**config.mk**
```make
export PLATFORM = sky130hd
export DESIGN_NAME = e1_tx_overhead_insertion
export DESIGN_NICKNAME = d
export VERILOG_FILES = /design/src/rtl/e1_tx_overhead_pkg.sv /design/src/rtl/e1_tx_overhead_insertion.sv
export VERILOG_INCLUDE_DIRS = /design/src /design/src/rtl
export SDC_FILE = /design/constraint.sdc
export NUM_CORES = 1
export LEC_CHECK = 0
export ABC_AREA = 0
export BUFFER_PORTS_ARGS = -buffer_cell sky130_fd_sc_hd__buf_4
export CAP_MARGIN = 20
export CORE_MARGIN = 1.5
export CORE_UTILIZATION = 40
export CTS_CLUSTER_SIZE = 40
export DETAILED_ROUTE_END_ITERATION = 12
export HOLD_SLACK_MARGIN = 0.03
export PLACE_DENSITY_LB_ADDON = 0.3
export SETUP_SLACK_MARGIN = 0.5
export SLEW_MARGIN = 15
export SYNTH_ARGS = -nofsm -noshare
export SYNTH_HDL_FRONTEND = slang
export SYNTH_SLANG_ARGS = --single-unit
```
**constraint.sdc**
```tcl
create_clock -name clk_i -period 2.5 [get_ports clk_i]
set_input_delay 0.5 -clock clk_i [delete_from_list [all_inputs] [get_ports clk_i]]
set_output_delay 0.5 -clock clk_i [all_outputs]
set_load 0.01 [all_outputs]
```
**src/rtl/e1_tx_overhead_cfg.svh**
```systemverilog
// Register map, field positions, reset values and counts for the E1 transmit overhead block
// How it works
// - Signalling multiframe: extra bits replaced when enabled
// - Extra-bit keep set: TS16 extra bits pass
// - Basic frames: intl values into bit 1
// - Intl keep set, basic frames: bit 1 passes unchanged
// - CRC, synced, no keep: zero on error
// - CRC: intl values into E1/E2 cases
// - Both keeps set: E bits unchanged
// - Frame selections honoured only while framing on
// - Modified CRC needs CRC multiframe enabled
// - Framing off stops all frame generation
// - National codeword substituted only when enabled
// - Sa4..Sa7 codewords at 0x65..0x68
// - Basic only: first codeword bit each NFAS
// - CRC multiframe: four codeword bits per submultiframe
// - Extra values at 0x6A bits 3,1,0
// - Sa8 codeword at 0x69, enable bit 0
`ifndef E1_TX_OVERHEAD_CFG_SVH
`define E1_TX_OVERHEAD_CFG_SVH

`define REG_MODE        8'h62
`define REG_INTL        8'h63
`define REG_NAT_EN      8'h64
`define REG_NAT4        8'h65
`define REG_NAT5        8'h66
`define REG_NAT6        8'h67
`define REG_NAT7        8'h68
`define REG_NAT8        8'h69
`define REG_EXTRA       8'h6A
`define REG_POS         8'h70

`define MODE_FRAMING_OFF   0
`define MODE_CRC_ON        1
`define MODE_SIG_ON        2
`define MODE_MOD_CRC       3
`define MODE_FEBE_KEEP     4
`define MODE_INTL_KEEP     5
`define MODE_EXTRA_KEEP    6

`define MODE_RESET      7'h06
`define INTL_RESET      2'h3
`define NAT_EN_RESET    5'h00
`define CODEWORD_RESET  4'hF
`define EXTRA_RESET     3'h7

`define BITS_PER_TS     8
`define TS_PER_FRAME    32
`define FRAMES_PER_MF   16
`define TS16            5'h10

`endif

```
**src/rtl/e1_tx_overhead_pkg.sv**
```systemverilog
// Types for the E1 transmit overhead block
package e1_tx_overhead_pkg;
  typedef logic [3:0] codeword_t;
  typedef enum logic [1:0] {ebit_zero_on_err, ebit_intl, ebit_keep} ebit_mode_t;
endpackage

```
**src/rtl/e1_tx_overhead_insertion.sv**
```systemverilog
// E1 transmit overhead insertion with classic Wishbone register slave
//
// The Wishbone interface to the registers is this design's own decision.
`timescale 1ns/1ps
`include "e1_tx_overhead_cfg.svh"

module e1_tx_overhead_insertion
(
  input  wire logic       clk_i,                 // Transmit bit clock, 40 MHz
  input  wire logic       rst_i,                 // Synchronous reset, active high
  input  wire logic       wb_cyc_i,              // Wishbone cycle
  input  wire logic       wb_stb_i,              // Wishbone strobe
  input  wire logic       wb_we_i,               // Wishbone write enable
  input  wire logic [7:0] wb_adr_i,              // Wishbone byte address
  input  wire logic [3:0] wb_sel_i,              // Wishbone byte selects
  input  wire logic [31:0] wb_dat_i,             // Wishbone write data
  output logic      [31:0] wb_dat_o,             // Wishbone read data
  output logic            wb_ack_o,              // Wishbone acknowledge
  output logic            wb_err_o,              // Wishbone error, unmapped address
  input  wire logic       tx_bit_i,              // Incoming transmit data bit
  input  wire logic       tx_valid_i,            // Incoming bit is valid this cycle
  input  wire logic       rx_crc_mf_out_of_sync_i, // Receive CRC multiframe out of sync
  input  wire logic       rx_crc_err_i,          // Receive CRC-4 error pulse
  input  wire logic       rx_crc_err_smf2_i,     // Error belongs to second submultiframe
  output logic            tx_bit_o,              // Outgoing bit with overhead
  output logic            tx_valid_o,            // Outgoing bit valid
  output logic            frame_start_o,         // Outgoing bit is first of a frame
  output logic            gen_basic_o,           // Basic frame generation active
  output logic            gen_crc_o,             // CRC multiframe generation active
  output logic            gen_mod_crc_o,         // Modified CRC multiframe active
  output logic            gen_sig_o              // Signalling multiframe active
);

  ////////////////////////////////////////////////////////////////////////////////
  logic [6:0]  mode;
  logic [1:0]  intl;
  logic [4:0]  nat_en;
  e1_tx_overhead_pkg::codeword_t nat_cw [5];
  logic [2:0]  extra;
  logic [6:0]  act_mode;
  logic [1:0]  act_intl;
  logic [4:0]  act_nat_en;
  e1_tx_overhead_pkg::codeword_t act_cw [5];
  logic [2:0]  act_extra;
  logic [2:0]  bit_cnt;
  logic [4:0]  ts_cnt;
  logic [3:0]  frm_cnt;
  logic        e1_err;
  logic        e2_err;

  logic        bus_req;
  logic        hit;
  logic [31:0] next_rdata;
  logic        frame_end;
  logic        si_slot;

  assign bus_req = wb_cyc_i && wb_stb_i && !wb_ack_o && !wb_err_o;

  function automatic logic [31:0] byte_word(input logic [7:0] v);
    byte_word = {24'h000000, v};
  endfunction

  // True when the stream position equals the wanted timeslot and bit
  function automatic logic pos_is(input logic [4:0] ts, input logic [2:0] b,
                                  input logic [4:0] ts_want, input logic [2:0] b_want);
    pos_is = (ts == ts_want) && (b == b_want);
  endfunction

  ////////////////////////////////////////////////////////////////////////////////
  // Register read decode
  always_comb
  begin
    hit = 1'b1;
    next_rdata = 32'h00000000;
    unique case (wb_adr_i)
      `REG_MODE:  next_rdata = byte_word({1'b0, mode});
      `REG_INTL:  next_rdata = byte_word({6'h00, intl});
      `REG_NAT_EN: next_rdata = byte_word({3'h0, nat_en});
      `REG_NAT4:  next_rdata = byte_word({4'h0, nat_cw[0]});
      `REG_NAT5:  next_rdata = byte_word({4'h0, nat_cw[1]});
      `REG_NAT6:  next_rdata = byte_word({4'h0, nat_cw[2]});
      `REG_NAT7:  next_rdata = byte_word({4'h0, nat_cw[3]});
      `REG_NAT8:  next_rdata = byte_word({4'h0, nat_cw[4]});
      `REG_EXTRA: next_rdata = byte_word({4'h0, extra[2], 1'b0, extra[1:0]});
      `REG_POS:   next_rdata = {12'h000, frm_cnt, 3'h0, ts_cnt, 5'h00, bit_cnt};
      default:    hit = 1'b0;
    endcase
  end

  always_ff @(posedge clk_i)
  begin
    if (rst_i)
    begin
      wb_ack_o <= 1'b0;
      wb_err_o <= 1'b0;
      wb_dat_o <= 32'h00000000;
    end
    else
    begin
      wb_ack_o <= bus_req && hit;
      wb_err_o <= bus_req && !hit;
      if (bus_req && !wb_we_i)
        wb_dat_o <= next_rdata;
    end
  end

  // Register writes, byte lane 0 only
  always_ff @(posedge clk_i)
  begin
    if (rst_i)
    begin
      mode   <= `MODE_RESET;
      intl   <= `INTL_RESET;
      nat_en <= `NAT_EN_RESET;
      extra  <= `EXTRA_RESET;
      for (int i = 0; i < 5; i++)
        nat_cw[i] <= `CODEWORD_RESET;
    end
    else if (bus_req && hit && wb_we_i && wb_sel_i[0])
    begin
      unique case (wb_adr_i)
        `REG_MODE:   mode   <= wb_dat_i[6:0];
        `REG_INTL:   intl   <= wb_dat_i[1:0];
        `REG_NAT_EN: nat_en <= wb_dat_i[4:0];
        `REG_NAT4:   nat_cw[0] <= wb_dat_i[3:0];
        `REG_NAT5:   nat_cw[1] <= wb_dat_i[3:0];
        `REG_NAT6:   nat_cw[2] <= wb_dat_i[3:0];
        `REG_NAT7:   nat_cw[3] <= wb_dat_i[3:0];
        `REG_NAT8:   nat_cw[4] <= wb_dat_i[3:0];
        `REG_EXTRA:  extra  <= {wb_dat_i[3], wb_dat_i[1:0]};
        default:     ;
      endcase
    end
  end

  ////////////////////////////////////////////////////////////////////////////////
  // Position counters in the outgoing stream
  assign frame_end = tx_valid_i && pos_is(ts_cnt, bit_cnt, 5'h1F, 3'h7);
  // First bit of each frame, which carries the international or E bit
  assign si_slot   = pos_is(ts_cnt, bit_cnt, 5'h00, 3'h0);

  always_ff @(posedge clk_i)
  begin
    if (rst_i)
    begin
      bit_cnt <= 3'h0;
      ts_cnt  <= 5'h00;
      frm_cnt <= 4'h0;
    end
    else if (tx_valid_i)
    begin
      bit_cnt <= bit_cnt + 3'h1;
      if (bit_cnt == 3'h7)
      begin
        ts_cnt <= ts_cnt + 5'h01;
        if (ts_cnt == 5'h1F)
          frm_cnt <= frm_cnt + 4'h1;
      end
    end
  end

  // Shadow copies load only at frame boundaries
  always_ff @(posedge clk_i)
  begin
    if (rst_i)
    begin
      act_mode   <= `MODE_RESET;
      act_intl   <= `INTL_RESET;
      act_nat_en <= `NAT_EN_RESET;
      act_extra  <= `EXTRA_RESET;
      for (int i = 0; i < 5; i++)
        act_cw[i] <= `CODEWORD_RESET;
    end
    else if (frame_end)
    begin
      act_mode   <= mode;
      act_intl   <= intl;
      act_nat_en <= nat_en;
      act_extra  <= extra;
      if (frm_cnt[2:0] == 3'h7)
        act_cw <= nat_cw;
    end
  end

  ////////////////////////////////////////////////////////////////////////////////
  // Generation modes
  logic basic_on;
  logic crc_on;
  logic sig_on;
  logic mod_crc;
  e1_tx_overhead_pkg::ebit_mode_t ebit_mode;

  assign basic_on = !act_mode[`MODE_FRAMING_OFF];
  assign crc_on   = basic_on && act_mode[`MODE_CRC_ON];
  assign sig_on   = basic_on && act_mode[`MODE_SIG_ON];
  assign mod_crc  = crc_on && act_mode[`MODE_MOD_CRC];

  always_comb
  begin
    if (!act_mode[`MODE_FEBE_KEEP])
      ebit_mode = rx_crc_mf_out_of_sync_i ? e1_tx_overhead_pkg::ebit_intl
                                          : e1_tx_overhead_pkg::ebit_zero_on_err;
    else
      ebit_mode = act_mode[`MODE_INTL_KEEP] ? e1_tx_overhead_pkg::ebit_keep
                                            : e1_tx_overhead_pkg::ebit_intl;
  end

  // Pending single-zero E bits; a new error wins over the consuming clear
  logic at_e1;
  logic at_e2;
  assign at_e1 = tx_valid_i && si_slot && frm_cnt == 4'hD;
  assign at_e2 = tx_valid_i && si_slot && frm_cnt == 4'hF;

  always_ff @(posedge clk_i)
  begin
    if (rst_i)
    begin
      e1_err <= 1'b0;
      e2_err <= 1'b0;
    end
    else
    begin
      // First submultiframe error, sent as E1
      if (rx_crc_err_i && !rx_crc_err_smf2_i)
        e1_err <= 1'b1;
      else if (at_e1)
        e1_err <= 1'b0;
      // Second submultiframe error, sent as E2
      if (rx_crc_err_i && rx_crc_err_smf2_i)
        e2_err <= 1'b1;
      else if (at_e2)
        e2_err <= 1'b0;
    end
  end

  ////////////////////////////////////////////////////////////////////////////////
  // Overhead bit selection
  logic       next_bit;
  logic       fas;
  logic [2:0] sa_idx;
  logic [1:0] cw_idx;
  logic       e_slot;
  logic       e2_slot;
  logic       sa_slot;
  logic       x_slot;
  logic       ebit_val;
  logic       intl_val;
  logic       sa_val;
  logic       x_val;

  // Positions of the overhead fields inside the multiframe
  assign fas     = !frm_cnt[0];
  assign sa_idx  = 3'h7 - bit_cnt;
  assign cw_idx  = frm_cnt[2:1];
  assign e_slot  = si_slot && frm_cnt[3:2] == 2'h3 && frm_cnt[0];
  assign e2_slot = frm_cnt[1];
  assign sa_slot = ts_cnt == 5'h00 && !fas && bit_cnt >= 3'h3;
  assign x_slot  = ts_cnt == `TS16 && frm_cnt == 4'h0;

  // E bits of frames 13 and 15
  always_comb
  begin
    ebit_val = tx_bit_i;
    unique case (ebit_mode)
      e1_tx_overhead_pkg::ebit_zero_on_err:
        ebit_val = !(e2_slot ? e2_err : e1_err);
      e1_tx_overhead_pkg::ebit_intl:
        ebit_val = e2_slot ? act_intl[1] : act_intl[0];
      e1_tx_overhead_pkg::ebit_keep:
        ebit_val = tx_bit_i;
    endcase
  end

  // International bit of basic frames
  always_comb
  begin
    intl_val = tx_bit_i;
    if (!act_mode[`MODE_INTL_KEEP])
      intl_val = fas ? act_intl[0] : act_intl[1];
  end

  // National bits of non-alignment frames
  always_comb
  begin
    sa_val = tx_bit_i;
    if (sa_slot && act_nat_en[sa_idx])
    begin
      if (crc_on)
        sa_val = act_cw[3'h4 - sa_idx][2'h3 - cw_idx];
      else
        sa_val = act_cw[3'h4 - sa_idx][3];
    end
  end

  // Extra bits 5, 7 and 8 of timeslot 16 in frame 0
  always_comb
  begin
    x_val = tx_bit_i;
    if (bit_cnt == 3'h4)
      x_val = act_extra[2];
    else if (bit_cnt == 3'h6)
      x_val = act_extra[1];
    else if (bit_cnt == 3'h7)
      x_val = act_extra[0];
  end

  always_comb
  begin
    next_bit = tx_bit_i;
    if (basic_on && si_slot)
    begin
      if (crc_on && e_slot)
        next_bit = ebit_val;
      else if (!crc_on)
        next_bit = intl_val;
    end
    else if (basic_on && sa_slot)
      next_bit = sa_val;
    else if (sig_on && !act_mode[`MODE_EXTRA_KEEP] && x_slot)
      next_bit = x_val;
  end

  // One-cycle pipeline toward the line
  always_ff @(posedge clk_i)
  begin
    if (rst_i)
    begin
      tx_bit_o      <= 1'b0;
      tx_valid_o    <= 1'b0;
      frame_start_o <= 1'b0;
    end
    else
    begin
      tx_bit_o      <= next_bit;
      tx_valid_o    <= tx_valid_i;
      frame_start_o <= tx_valid_i && si_slot;
    end
  end

  // Active generation modes, as loaded at the last frame boundary
  assign gen_basic_o   = basic_on;
  assign gen_crc_o     = crc_on;
  assign gen_mod_crc_o = mod_crc;
  assign gen_sig_o     = sig_on;

endmodule

```
==> results of run 1 <==
flip-flops by register name, indices dropped and copies added, names as in the netlist:
name and cells:
frame_start_o 1, e2_err 1, wb_err_o 1, frm_cnt 4, wb_ack_o 1, nat_en 5, intl 2, extra 3
bit_cnt 3, mode 7, e1_err 1, act_nat_en 5, ts_cnt 5, act_cw 20, act_extra 3, act_intl 2
wb_dat_o 16, tx_valid_o 1, tx_bit_o 1, act_mode 7, nat_cw 20
synthesized netlist by cell type (3+ instances only):
| cell | n | share of area [%] |
|---|---|---|
| a211oi_1 | 3 | 0.43 |
| buf_2 | 4 | 0.38 |
| nand3_1 | 29 | 2.8 |
| nor2_1 | 26 | 1.9 |
| nand4_1 | 4 | 0.48 |
| buf_4 | 16 | 2.3 |
| nand2b_1 | 7 | 0.84 |
| buf_6 | 3 | 0.65 |
| dfxtp_1 | 109 | 42 |
| a211o_1 | 4 | 0.67 |
| ha_1 | 12 | 2.9 |
| a21oi_1 | 42 | 4.0 |
| nor3b_1 | 3 | 0.43 |
| a22oi_1 | 3 | 0.43 |
| nand4b_1 | 4 | 0.67 |
| nand3b_1 | 33 | 4.7 |
| mux4_2 | 6 | 2.6 |
| nand2_1 | 132 | 9.5 |
| inv_1 | 11 | 0.79 |
| nor2b_1 | 8 | 0.96 |
| mux2i_1 | 36 | 6.9 |
| o21ai_0 | 6 | 0.58 |
| nor3_1 | 3 | 0.29 |
| o211ai_1 | 9 | 1.3 |
| clkbuf_1 | 28 | 2.0 |
logic make-up after synthesis:
family | Yosys count | share of synthesized area, %
compound gates | 88 | 11.1
xor+xnor | 4 | 0.671
fa+ha+maj | 12 | 2.88
buf+inv | 66 | 7.12
flops | 109 | 41.8
mux | 44 | 9.92
other cells | 1 | 0.0718
simple gates | 272 | 26.5
worst paths after layout:
kind | endpoint | start | slack (ns)
worst max-delay path | tx_bit_o | bit_cnt[0] | 0.39
worst min-delay path | mode[6] | wb_dat_i[6] | 0.41
worst max register to register | tx_bit_o | bit_cnt[0] | 0.39
worst min register to register | act_nat_en[0] | act_nat_en[0] | 0.45
per-layer routing:
| layer | vias to the layer above | part of all wire (%) | track usage [%] |
|---|---|---|---|
| met5 | - | 0 | 0 |
| met2 | 113 | 46 | 30.4 |
| met1 | 2016 | 47 | 27.9 |
| li1 | 2109 | - | - |
| met4 | 0 | 2.3 | 7.31 |
| met3 | 19 | 5.1 | 3.76 |
area by class of cell:
class	instances	area [µm²]
tap	172	215
clock inverter	6	105
fill	1245	6570
multi-input combinational	436	2810
timing repair buffer	66	512
clock buffer	10	229
inverter	11	41.3
sequential	109	2190
worst reg2reg max path, stage by stage, from the launching register on:
cell	delay, ns
dfxtp_4	0.44
inv_2	0.09
ha_4	0.35
mux4_2	0.21
mux2i_1	0.09
o2111a_1	0.28
o32a_1	0.31
a221oi_2	0.26
power by group:
group	internal, µW	switching (µW)	total, µW
logic	136	164	300
clock network	902	696	1600
registers	1750	12.4	1760
total	2790	872	3660
stage by stage:
step | std cells | worst slack [ns] | hold WS [ns] | total power (µW)
after global routing | 810 | 0.302 | 0.420 | 3770
after detailed placement | 793 | 0.188 | 0.446 | 2080
after floorplan | 611 | 0.525 | 0.428 | 2010
after global placement | 793 | 0.200 | 0.442 | 2070
after CTS | 809 | 0.357 | 0.405 | 3670
final | 810 | 0.389 | 0.407 | 3660
what timing repair did:
| item | CTS | global route |
|---|---|---|
| pin swaps | 2 | 6 |
| buffers inserted | 0 | 1 |
| setup endpoints to repair | 21 | 52 |
| hold endpoints to repair | 0 | 0 |
| resized for setup | 8 | 10 |
==> metrics, run 1 <==
hold buffer count at cts=0; Critical Path Source Type=register; Seq/Total Area, Yosys=a little over two fifths; worst path bufs/invs=1; Crit-path slowest cell=dfxtp_4; Worst path max stage delay=0.44 ns; nets=699; total negative setup slack=0 ns; Setup Skew=approximately 0.011 ns; most frequent cells in the layout=131 x nand2_1, 106 x dfxtp_1, 64 x buf_4, 42 x a21oi_1, 36 x mux2i_1; critical path's top delay family=compound AO/OA/AOI/OAI gates; Post-synth ARST share=0%; Slew @ Worst Pin=0.567 ns; initial DRC count=382; final setup vio count=0; global-route wire length before repair=between 20 and 25 mm; number of clock sinks=109; number of remaining DRC errors=0; H-Tree Depth=3; die area=13700 µm²; max-cap violation count=0; commonest non-fill, non-tap cell in the layout=nand2_1; final instance area=6100 µm²; Hold Path Depth=3; post-DP HPWL=about 9.3 mm; total grt overflow=0; CTS tree=built; run status=finished, final reports clean; Crit. End Element=register; period utilisation layout=a little over four fifths; largest net degree at the start of global routing=60; R2R cell count=7; worst-skew pair later-pin latency=0.36 ns; final slew viol count=0; clock root buffer=clkbuf_16; final WL=12.9 mm; Slew Limit Headroom=62.1%; Max rail drop VDD=398 µV; Max Clk Rate=about 470 MHz; chip width=117 µm; crit-path max FO=10; FF+latch count, synth=between 100 and 150; Critical Path AT=2.37 ns; Area Overhead vs Synth=16.9%; unrepaired setup endpoints after global routing=true; class of the worst hold path=in -> reg; count of unique library cells instantiated by Yosys=67; Static Leak=0.00250 µW; vias in the first global route=about 4000; WL per Instance=approximately 16 µm; RePlAce Congestion=0.889; Syn Area/Cell=8.76 µm²; dpl cell area=5680 µm²; via count=4257; Worst EP required=2.76 ns; CP Depth=7; CTS Buf Count=9; DR vias/cell=5.26; cells along the critical path=inv_2, ha_4, mux4_2, mux2i_1, o2111a_1, o32a_1, a221oi_2; IO Pins=95; Clock Path Buffers=2; Final Util=48.2%; final hold vios=0; minimum clock period=2.11 ns; share of layout cells above drive strength 1=a little under a fifth; Setup CP Type=reg -> reg; Yosys Warn Count=0; antenna viol nets, final=0; drt first pass iters=5; Post-Synthesis Cells=around 600; Initial Utilization=41.2%; CORE AREA=12700 µm²; gr usage total=19.9%; Worst-path clk slew=about 0.070 ns; Post-synth EDFFs=0; Die Ht=117 µm; ant diodes=0; Mapped Area=5220 µm²; initial antenna violation count=0; P per Cell Area=599 nW/µm²; IO buf count=50; row cnt=41; Primary FF master, synth=dfxtp_1
(Power assumes the default switching activity.)
==> inputs of run 2 (changes only) <==
- ABC_AREA: 0 -> 1
- clock period: 2.5 -> 1.9 ns (I/O delays scaled with it)
==> metrics, run 2 <==
hold buffer count at cts=0; Crit-path slowest cell=dfxtp_1; Crit. End Element=register; largest net degree at the start of global routing=67; crit-path most repeated cell=ha_1; period utilisation layout=90.5%; final WL=15.5 mm; Yosys Warn Count=0; vias in the first global route=~4800; P per Cell Area=651 nW/µm²; initial antenna violation count=0; most frequent cells in the layout=143 x nand2_1, 100 x dfxtp_1, 77 x buf_4, 58 x inv_1, 44 x nor2_1; clock root buffer=clkbuf_16; CTS Buf Count=9; DR vias/cell=5.20; CTS tree=built; row cnt=41; Syn Area/Cell=7.12 µm²; Clock Path Buffers=2; drt first pass iters=4; global-route wire length before repair=23.3 mm; Max Clk Rate=582 MHz; Hold WS=0.246 ns; number of remaining DRC errors=0; WL per Instance=between 15 and 20 µm; Initial Utilization=40.9%; area share of the largest cell type after synthesis=42.2%; share of layout cells above drive strength 1=between 30% and 40%; Filler Cells Inserted=1134; Primary FF master, synth=dfxtp_1; minimum clock period=1.72 ns; final slew viol count=0; top flop regs=act_cw (20), nat_cw (20), wb_dat_o (16); die area=13600 µm²; most frequent cell after synthesis=nand2_1; grt peak-use layer=met2; Post-synth EDFFs=0; met1 Usage GRT=28.8%; Area contributors post-synth=dfxtp_1 42%, nand2_1 13%, inv_1 5.8%; Critical Path Source Type=register; via count=5168; total negative setup slack=0 ns; CORE AREA=12600 µm²; RePlAce Congestion=0.903; Max rail drop VDD=422 µV; class of the worst hold path=in -> reg; Setup CP Type=reg -> reg; max-cap violation count=0; number of clock sinks=~110; worst-skew pair later-pin latency=between 0.3 and 0.4 ns; Critical Path AT=between 1.5 and 2 ns; Mapped Area=5160 µm²; Area Overhead vs Synth=42.2%; IO Pins=95; IO buf count=50; antenna viol nets, final=0; final setup vio count=0; ant diodes=0; FF+latch count, synth=109; count of unique library cells instantiated by Yosys=35; Worst EP required=between 2 and 2.5 ns; nets=882; Seq/Total Area, Yosys=42.2%; met3 Track Usage GR=3.63%; top post-synthesis cells by count=183 x nand2_1, 109 x dfxtp_1, 80 x inv_1; Setup Skew=0.0116 ns; worst path bufs/invs=2; run status=finished, final reports clean; total grt overflow=0; met2 usage=36.0%; FF/Latch Area=2210 µm²; gr usage total=between 20% and 30%; final hold vios=0; chip width=117 µm; cells along the critical path=ha_1, ha_1, nand2_8, clkinv_8, buf_8, a21oi_4, o21ai_1; Multi-input gate area=3170 µm²; Worst path max stage delay=0.42 ns; Worst-path clk slew=0.08 ns; Post-Synthesis Cells=between 700 and 800; critical path's top delay family=adder cells; commonest non-fill, non-tap cell in the layout=nand2_1; post-DP HPWL=just under 10 mm; H-Tree Depth=3; Post-synth ARST share=0%; initial DRC count=261; post-synth top area cell=dfxtp_1; Static Leak=about 0.0032 µW; Die Ht=117 µm; Slew @ Worst Pin=0.596 ns; Slew Limit Headroom=60.3%; unrepaired setup endpoints after global routing=true; crit-path max FO=8
==> run 2: cell types whose count changed in the layout (fill, tap and decap cells not counted), sizes merged, moves of 7 or more <==
cell    before  now
nor2b        8    0
o211ai       9   33
nand3       29   49
nand2b       7    0
a21oi       42   55
nand2      132  185
mux2i       36    0
buf         66  104
nor2        26   67
nand3b      33    2
o21ai        6   53
inv         14   82
==> run 2: layout make-up <==
cell class / count / area share (%)
clock buffer: 10 / 3.25
tap: 172 / 2.93
multi-input combinational: 503 / 43.2
inverter: 85 / 5.08
sequential: 109 / 30.0
clock inverter: 6 / 1.06
timing repair buffer: 107 / 14.3
timing repair inverter: 1 / 0.102
==> run 2: per-stage QoR <==
step / setup WS, ns / instance area, µm² / cells / utilization, % / power [µW]
3_5_place_dp: -0.0264 / 5940 / 940 / 47.1 / 2730
5_1_grt: 0.0659 / 7340 / 993 / 58.2 / 4930
4_1_cts: 0.232 / 6840 / 983 / 54.2 / 4740
2_1_floorplan: 0.299 / 5460 / 740 / - / 2610
6_report: 0.181 / 7340 / 993 / 58.2 / 4780
3_3_place_gp: 0.0497 / 5940 / 940 / 47.1 / 2720
==> run 2: cells by family after synthesis <==
| group | count (synthesis) | share of synthesized area, % |
|---|---|---|
| and+or+nand+nor | 325 | 27.7 |
| AOI/OAI and AO/OA | 150 | 16.4 |
| buffers and inverters | 128 | 10.7 |
| DFF | 109 | 42.2 |
| adders and majority gates | 12 | 2.91 |
| other | 1 | 0.0726 |
==> run 2: report_power, final <==
part / total (µW) / internal [µW] / switching [µW]
Combinational: 459 / 183 / 276
Sequential: 2310 / 2290 / 16.1
Clock: 2010 / 1090 / 927
==> run 2: worst reg2reg max path, stage by stage, from the launching register on <==
cell      delay, ns
dfxtp_1        0.42
ha_1           0.30
ha_1           0.28
nand2_8        0.17
clkinv_8       0.09
buf_8          0.14
a21oi_4        0.14
o21ai_1        0.08
==> run 2: per-layer routing <==
layer | vias up | part of all wire [%]
met2 | 159 | 49
li1 | 2533 | -
met1 | 2436 | 43
met3 | 40 | 4.7
met4 | 0 | 3.4
met5 | - | 0
==> run 2: worst paths after layout <==
path	from	to	slack, ns	depth (start not counted)
max	frm_cnt[0]	act_cw[4]	0.18	7
min	wb_dat_i[5]	mode[5]	0.25	3
max reg2reg	frm_cnt[0]	act_cw[4]	0.18	7
min reg2reg	act_cw[18]	act_cw[18]	0.46	2
==> run 2: what timing repair did <==
| action | CTS | global route |
|---|---|---|
| pin swaps | 36 | 47 |
| gates cloned | 4 | 5 |
| endpoints found under the hold margin | 0 | 0 |
| setup buffers | 23 | 5 |
| setup endpoints to repair | 88 | 103 |
| resized for setup | 119 | 95 |
